`src/bcf_pkg.sv`:
```
package bcf_pkg;

  // ****************************************
  // Addresses and fields
  // ****************************************
  localparam logic [7:0] BCF_BCAST_ADDR = 8'h00;
  localparam logic [15:0] BCF_REG_RUN = 16'h0001;
  localparam logic [15:0] BCF_REG_SPEED = 16'h0002;
  localparam logic [15:0] BCF_IMM_HI = 16'h001F;
  localparam int BCF_BIT_RUN = 0;
  localparam int BCF_BIT_DIR = 1;
  localparam int BCF_BIT_EXTF = 4;
  localparam int BCF_BIT_FRST = 5;
  localparam int BCF_BIT_MFDI = 12;
  localparam logic [15:0] BCF_SPEED_FULL = 16'h7530;
  localparam logic [15:0] BCF_RST_SPEED = 16'h0000;
  localparam logic [15:0] BCF_CODE_NONE = 16'h0000;

  // ****************************************
  // Fault codes
  // ****************************************
  localparam logic [15:0] BCF_C_UV_MAIN = 16'h0002;
  localparam logic [15:0] BCF_C_UV_CTRL = 16'h0003;
  localparam logic [15:0] BCF_C_UV_SOFT = 16'h0004;
  localparam logic [15:0] BCF_C_HOT = 16'h0009;
  localparam logic [15:0] BCF_C_HOT_ALT = 16'h000A;
  localparam logic [15:0] BCF_C_OVERTORQUE = 16'h000D;
  localparam logic [15:0] BCF_C_EXT_T3 = 16'h0011;
  localparam logic [15:0] BCF_C_EXT_T1 = 16'h0042;
  localparam logic [15:0] BCF_C_EXT_T2 = 16'h0043;
  localparam logic [15:0] BCF_C_SERIAL = 16'h0021;
  localparam logic [15:0] BCF_C_OPT_COMM = 16'h0022;
  localparam logic [15:0] BCF_C_IN_PHASE = 16'h001B;
  localparam logic [15:0] BCF_C_OUT_PHASE = 16'h001C;
  localparam logic [15:0] BCF_C_NVM_WRITE = 16'h001F;
  localparam logic [15:0] BCF_C_SEARCH = 16'h003B;
  localparam logic [15:0] BCF_C_VOUT = 16'h004D;
  localparam logic [15:0] BCF_C_NODE = 16'h0052;
  localparam logic [15:0] BCF_C_HW = 16'h0030;
  localparam logic [15:0] BCF_C_CONV = 16'h0083;
  localparam logic [15:0] BCF_C_FLASH = 16'h008D;
  localparam logic [15:0] BCF_C_PWM_REG = 16'h009C;
  localparam logic [15:0] BCF_C_OPT_INCOMP = 16'h0101;
  localparam logic [15:0] BCF_C_OPT_UNSEAT = 16'h0102;
  localparam logic [15:0] BCF_C_OPT_CRC = 16'h0113;
  localparam logic [15:0] BCF_C_OPT_FRAME = 16'h0114;
  localparam logic [15:0] BCF_C_OPT_ABORT = 16'h0115;
  localparam logic [15:0] BCF_C_CLK_NOTSET = 16'h0401;
  localparam logic [15:0] BCF_C_CLK_INTERVAL = 16'h0404;

  // ****************************************
  // Carriers
  // ****************************************
  typedef struct packed {
    logic [7:0] slave;
    logic [15:0] addr;
    logic [15:0] data;
  } bcf_wr_t;

  typedef struct packed {
    logic run;
    logic reverse;
    logic ext_fault;
    logic fault_reset;
    logic [2:0] input_terminal;
    logic [15:0] speed;
  } bcf_cmd_t;

  typedef struct packed {
    logic main_circuit_undervoltage;
    logic control_supply_undervoltage;
    logic soft_charge_fault;
    logic heatsink_too_hot;
    logic heatsink_too_hot_alt;
    logic overtorque_one;
    logic [4:0] ext_trip_terminal;
    logic ext_trip_terminal_one;
    logic ext_trip_terminal_two;
    logic serial_link_error;
    logic option_link_error;
    logic input_phase_missing;
    logic output_phase_missing;
    logic nvm_write_fault;
    logic speed_search_retry_limit;
    logic output_voltage_check_fault;
    logic node_setup_fault;
    logic board_conversion_fault;
    logic flash_circuit_fault;
    logic pwm_setting_reg_fault;
    logic option_incompatible;
    logic option_unseated;
    logic option_rx_crc_at_drive;
    logic option_rx_frame_at_drive;
    logic option_rx_abort_at_drive;
    logic clock_not_set;
    logic clock_interval_fault;
    logic other_hw_fault;
  } bcf_fault_t;

endpackage : bcf_pkg

```
`src/bcf_broadcast_fault_map.sv`:
```
`timescale 1ns/100ps
module bcf_broadcast_fault_map
(
  // Clock and reset
  input wire logic clk_sys,
  input wire logic resetn,
  // Own node address
  input wire logic [7:0] node_addr,
  // Decoded write from the frame parser
  input wire logic wr_valid,
  input wire bcf_pkg::bcf_wr_t wr,
  // Fault sources, same clock
  input wire bcf_pkg::bcf_fault_t faults,
  // Drive command
  output logic [15:0] ctrl_word,
  output bcf_pkg::bcf_cmd_t cmd,
  output logic cmd_update,
  output logic speed_over_range,
  // Reply control
  output logic resp_req,
  output logic resp_quiet,
  // Fault reporting
  output logic [15:0] fault_code,
  output logic [15:0] fault_hist,
  output logic fault_active,
  output logic [1:0] comm_err_hold
);
  import bcf_pkg::*;

  // ****************************************
  // State
  // ****************************************
  typedef struct packed {
    logic [15:0] ctrl;
    bcf_cmd_t cmd;
    logic cmd_update;
    logic over_range;
    logic resp_req;
    logic resp_quiet;
    logic [15:0] code;
    logic [15:0] hist;
    logic active;
    logic [1:0] comm;
  } bcf_state_t;

  bcf_state_t st_ff;
  bcf_state_t nxt_st;

  // ****************************************
  // Fault priority encoder
  // ****************************************
  function automatic logic [15:0] bcf_encode(input bcf_fault_t f);
    logic [15:0] c;
    c = BCF_CODE_NONE;
    if (f.main_circuit_undervoltage)
      c = BCF_C_UV_MAIN;
    else if (f.control_supply_undervoltage)
      c = BCF_C_UV_CTRL;
    else if (f.soft_charge_fault)
      c = BCF_C_UV_SOFT;
    else if (f.heatsink_too_hot)
      c = BCF_C_HOT;
    else if (f.heatsink_too_hot_alt)
      c = BCF_C_HOT_ALT;
    else if (f.overtorque_one)
      c = BCF_C_OVERTORQUE;
    else if (f.ext_trip_terminal[0])
      c = BCF_C_EXT_T3;
    else if (f.ext_trip_terminal[1])
      c = BCF_C_EXT_T3 + 16'h0001;
    else if (f.ext_trip_terminal[2])
      c = BCF_C_EXT_T3 + 16'h0002;
    else if (f.ext_trip_terminal[3])
      c = BCF_C_EXT_T3 + 16'h0003;
    else if (f.ext_trip_terminal[4])
      c = BCF_C_EXT_T3 + 16'h0004;
    else if (f.ext_trip_terminal_one)
      c = BCF_C_EXT_T1;
    else if (f.ext_trip_terminal_two)
      c = BCF_C_EXT_T2;
    else if (f.serial_link_error)
      c = BCF_C_SERIAL;
    else if (f.option_link_error)
      c = BCF_C_OPT_COMM;
    else if (f.input_phase_missing)
      c = BCF_C_IN_PHASE;
    else if (f.output_phase_missing)
      c = BCF_C_OUT_PHASE;
    else if (f.nvm_write_fault)
      c = BCF_C_NVM_WRITE;
    else if (f.speed_search_retry_limit)
      c = BCF_C_SEARCH;
    else if (f.output_voltage_check_fault)
      c = BCF_C_VOUT;
    else if (f.node_setup_fault)
      c = BCF_C_NODE;
    else if (f.board_conversion_fault)
      c = BCF_C_CONV;
    else if (f.flash_circuit_fault)
      c = BCF_C_FLASH;
    else if (f.pwm_setting_reg_fault)
      c = BCF_C_PWM_REG;
    else if (f.option_incompatible)
      c = BCF_C_OPT_INCOMP;
    else if (f.option_unseated)
      c = BCF_C_OPT_UNSEAT;
    else if (f.option_rx_crc_at_drive)
      c = BCF_C_OPT_CRC;
    else if (f.option_rx_frame_at_drive)
      c = BCF_C_OPT_FRAME;
    else if (f.option_rx_abort_at_drive)
      c = BCF_C_OPT_ABORT;
    else if (f.clock_not_set)
      c = BCF_C_CLK_NOTSET;
    else if (f.clock_interval_fault)
      c = BCF_C_CLK_INTERVAL;
    else if (f.other_hw_fault)
      c = BCF_C_HW;
    return c;
  endfunction : bcf_encode

  // ****************************************
  // Request decode
  // ****************************************
  logic is_bcast;
  logic is_mine;
  logic in_imm;
  logic wr_run;
  logic wr_speed;
  logic frst_rise;
  logic [15:0] new_code;

  // Address match and register select
  always_comb
  begin
    is_bcast = (wr.slave == BCF_BCAST_ADDR);
    is_mine = wr_valid && (is_bcast || wr.slave == node_addr);
    in_imm = (wr.addr <= BCF_IMM_HI);
    wr_run = is_mine && wr.addr == BCF_REG_RUN;
    wr_speed = is_mine && wr.addr == BCF_REG_SPEED;
    frst_rise = wr_run && wr.data[BCF_BIT_FRST] && !st_ff.cmd.fault_reset;
    new_code = bcf_encode(faults);
  end

  // ****************************************
  // Next state
  // ****************************************
  always_comb
  begin
    nxt_st = st_ff;
    nxt_st.cmd_update = 1'b0;
    nxt_st.resp_req = 1'b0;
    nxt_st.resp_quiet = 1'b0;
    // Control word, applied at once, all 16 bits kept in ctrl
    if (wr_run)
    begin
      nxt_st.ctrl = wr.data;
      nxt_st.cmd.run = wr.data[BCF_BIT_RUN];
      nxt_st.cmd.reverse = wr.data[BCF_BIT_DIR];
      nxt_st.cmd.ext_fault = wr.data[BCF_BIT_EXTF];
      nxt_st.cmd.fault_reset = wr.data[BCF_BIT_FRST];
      nxt_st.cmd.input_terminal = wr.data[BCF_BIT_MFDI +: 3];
      nxt_st.cmd_update = 1'b1;
    end
    // Speed reference clamped to full scale
    if (wr_speed)
    begin
      nxt_st.over_range = (wr.data > BCF_SPEED_FULL);
      nxt_st.cmd.speed = nxt_st.over_range ? BCF_SPEED_FULL : wr.data;
      nxt_st.cmd_update = 1'b1;
    end
    // Answer only writes addressed to this node alone
    if (is_mine && in_imm)
    begin
      nxt_st.resp_req = !is_bcast;
      nxt_st.resp_quiet = is_bcast;
    end
    // Fault reset clears the held trace and link errors
    if (frst_rise)
    begin
      nxt_st.active = 1'b0;
      nxt_st.code = BCF_CODE_NONE;
      nxt_st.comm = 2'b00;
    end
    // Link errors held until reset; a new error wins over the clear
    if (faults.serial_link_error)
      nxt_st.comm[0] = 1'b1;
    if (faults.option_link_error)
      nxt_st.comm[1] = 1'b1;
    // First fault is latched; older code moves to history
    if (new_code != BCF_CODE_NONE && (!st_ff.active || frst_rise))
    begin
      nxt_st.active = 1'b1;
      nxt_st.code = new_code;
      if (st_ff.code != BCF_CODE_NONE)
        nxt_st.hist = st_ff.code;
    end
  end

  // ****************************************
  // State register
  // ****************************************
  always_ff @(posedge clk_sys or negedge resetn)
  begin
    if (!resetn)
    begin
      st_ff <= '0;
      st_ff.cmd.speed <= BCF_RST_SPEED;
    end
    else
      st_ff <= nxt_st;
  end

  // ****************************************
  // Outputs
  // ****************************************
  assign ctrl_word = st_ff.ctrl;
  assign cmd = st_ff.cmd;
  assign cmd_update = st_ff.cmd_update;
  assign speed_over_range = st_ff.over_range;
  assign resp_req = st_ff.resp_req;
  assign resp_quiet = st_ff.resp_quiet;
  assign fault_code = st_ff.code;
  assign fault_hist = st_ff.hist;
  assign fault_active = st_ff.active;
  assign comm_err_hold = st_ff.comm;

endmodule : bcf_broadcast_fault_map

```
`config.mk`:
```
export PLATFORM = sky130hd
export DESIGN_NAME = bcf_broadcast_fault_map
export DESIGN_NICKNAME = d
export VERILOG_FILES = /design/src/bcf_pkg.sv /design/src/bcf_broadcast_fault_map.sv
export SDC_FILE = /design/constraint.sdc
export NUM_CORES = 1
export LEC_CHECK = 0
export ABC_AREA = 1
export BUFFER_PORTS_ARGS = -buffer_cell sky130_fd_sc_hd__buf_4
export CORE_MARGIN = 2
export CORE_UTILIZATION = 50
export CTS_CLUSTER_SIZE = 28
export DETAILED_ROUTE_END_ITERATION = 8
export GPL_ROUTABILITY_DRIVEN = 1
export HOLD_SLACK_MARGIN = 0.02
export PLACE_DENSITY = 0.85
export REMOVE_ABC_BUFFERS = 1
export SYNTH_ARGS = -nofsm -noshare
export SYNTH_HDL_FRONTEND = slang
export SYNTH_SLANG_ARGS = --single-unit
```
`constraint.sdc`:
```
create_clock -name clk_sys -period 4.6 [get_ports clk_sys]
set_clock_uncertainty 0.2 [all_clocks]
set_input_delay 0.69 -clock clk_sys [delete_from_list [all_inputs] [get_ports clk_sys]]
set_output_delay 0.69 -clock clk_sys [all_outputs]
set_load 0.01 [all_outputs]
```
==> run summary <==
number of global-route vias before repair: 3234
maxcap violations: 0
die height: 84.93 um
Hold Vio Cnt, Final: 0
Area growth, synth to finish: 38.56%
Mean Syn Cell Area: 7.852 um^2
clock buffer depth: 2
layout cell share with drive strength beyond 1: 34.63%
Slew HR: 52.87%
Final Setup Violations: 0
GP Congestion: 0.8673
initial antenna violation count: 0
final std cells w/o fill: 643
final worst setup slack: 1.377 ns
Post-CTS Resized: 0
minimum clock period: 3.223 ns
hpwl dp: 7414 um
Root Buffer: clkbuf_8
Seq cells post-synth: 59
Initial Util: 51.57%
Netlist cell types: 40
worst slew pin tran: 0.7070 ns
Tot Pwr: 1.175 mW
status: finished clean
setup TNS: 0 ns
Lkg Pwr: 2.499 nW
post-DR wirelength/cell: 14.73 um
Crit. End Element: register
Setup Buffers After CTS: 0
gr usage total: 26.10%
Critical Path AT: 3.22 ns
first drt pass iteration count: 4
Max Slew Vio Count: 0
Synth Warn #: 0
total grt overflow: 0
clock sink count: 59
DRT Wirelength: 9472 um
IO Port Bufs: 148
Reg2Reg Depth: 8
CTS Hold Bufs: 0
maximum vdd ir drop: 0.2565 mV
Mapped Cells: 417
DRC viols: 0
vias per inst: 5.170
power density cells: 259.0 nW/um^2
CTS HTree Levels: 3
WS Path Type: input pin to register
clk slew on worst S/H paths: 0.06 ns
register area share after synthesis: 45.09%
pin count of the biggest net entering global routing: 60
Final Net Count: 645
area of the mapped netlist: 3274 um^2
Die W: 84.93 um
CTS Buf Count: 9
Startpoint Class: input pin
die area: 7212 um^2
Worst Path Max Fanout: 31
type of the worst min-delay path: input pin to async pin
via count: 3324
Worst EP required: 4.60 ns
CTS tree: done
dpl ws: 1.144 ns
Placed Cells: 628
Cell Rows: 29
Final period util: 70.08%
boundary pin count: 161
initial DRC count: 216
core area: 6350 um^2
first-pass GRT wire length: 14970 um
antenna cells: 0
FMAX: 310.2 MHz
antenna-violating nets left: 0
RSZ-0062 raised after global routing: no
Clk Latency, worst-skew pair: 0.33 ns
[critical path, stage by stage]
cell and delay, ns:
buf_4 0.11, xor2_1 0.15, nor4_1 0.30, o2111ai_1 0.14, nand2_1 0.09, nand2_2 0.07
inv_2 0.07, nand2_2 0.29, nor3_2 0.23, inv_2 0.10, nand2_4 0.10, inv_2 0.05
nor2_4 0.15, nand2_2 0.35, nand2_2 0.22, o21ai_2 0.08
[worst paths after layout]
check / slack, ns / endpoint / startpoint
worst max-delay path: 1.38 / fault_hist[2] / node_addr[4]
min in group clk_sys: 0.26 / cmd[15] / cmd[15]
worst min-delay path: 0.20 / cmd[14] / resetn
worst min register to register: 0.26 / cmd[15] / cmd[15]
max in group asynchronous: 3.52 / fault_code[1] / resetn
worst max register to register: 2.59 / fault_hist[2] / ctrl_word[5]
[routing by layer]
| metal | track usage [%] | up-vias | part of all wire [%] |
|---|---|---|---|
| li1 | - | 1593 | - |
| met1 | 31.26 | 1533 | 38 |
| met2 | 46.03 | 176 | 51 |
| met3 | 5.739 | 22 | 9.1 |
| met4 | 9.812 | 0 | 2.2 |
| met5 | 0 | - | 0 |
[cells in the mapped netlist, drive strengths merged]
master   count  area (um^2)
nand4        2        12.51
buf         21        165.2
nor3b        1        7.510
inv         69        259.0
and3         1        6.260
clkinv       1        3.750
mux2         2        22.52
conb         1        3.750
o41ai        1        16.27
nor3        12        65.06
a2111oi      1        8.760
xnor2        1        8.760
o21a         1        7.510
a31oi        1        6.260
nor2        32        130.1
o22ai        3        18.77
a2bb2oi      6        52.55
a21boi       1        7.510
nand3b       1        7.510
or2          2        12.52
o2111ai      2        17.52
a21oi        5        25.02
o31ai        1        7.510
nand3       14        70.07
dfrtp       59         1476
nor4        11        68.82
clkbuf       4        15.01
o21ai       47        276.5
xor2         5        43.79
nand2      109        451.7
[cell usage in the layout, fill, tap and decap left out, drive strengths merged, types with 2 or more instances in the layout]
master,Yosys,final
a21oi,5,5
clkinv,1,2
o2111ai,2,2
o21ai,47,47
clkbuf,4,13
conb,1,12
inv,69,69
nand2,109,109
nand3,14,14
o22ai,3,3
a2bb2oi,6,6
dfrtp,59,59
buf,21,148
nor4,11,11
or2,2,2
mux2,2,2
nor2,32,32
xor2,5,5
nand4,2,2
nor3,12,12
[sequential cells by signal, summed over array words and instances (netlist names)]
register	flops
fault_active	1
speed_over_range	1
cmd	16
ctrl_word	16
fault_hist	10
resp_req	1
cmd_update	1
comm_err_hold	2
fault_code	10
resp_quiet	1
[area by class of cell]
cell class              instances  area [um^2]
clock inverters                 2        35.03
flip-flops and latches         59         1476
inverters                      70        262.8
clock buffers                  13        158.9
multi-input cells             274         1396
repair buffers                148         1111
well taps                      77        96.34
fillers                       497         1813
[report_power, final]
part | internal [mW] | switching [mW]
clock network | 0.276 | 0.187
logic | 0.0820 | 0.0922
registers | 0.529 | 0.00837
total | 0.887 | 0.288
[kinds of logic after synthesis]
logic type / after synthesis / synth area share, %
AND/OR/NAND/NOR: 185 / 25.41
XOR/XNOR: 6 / 1.605
buffers and inverters: 95 / 13.53
multiplexers: 2 / 0.6878
flip-flops: 59 / 45.09
other: 1 / 0.1145
AO/OA/AOI/OAI: 69 / 13.57
[metrics by stage]
| stage | util, % | hold WS [ns] | area, um^2 |
|---|---|---|---|
| 5_1_grt | 71.45 | 0.2614 | 4537 |
| 3_5_place_dp | 68.39 | 0.2543 | 4343 |
| 2_1_floorplan | - | 0.1944 | 3136 |
| 4_1_cts | 71.45 | 0.2258 | 4537 |
| 3_3_place_gp | 68.39 | 0.2501 | 4343 |
| 6_report | 71.45 | 0.2027 | 4537 |
No activity file was read; power rests on OpenSTA's default activity.
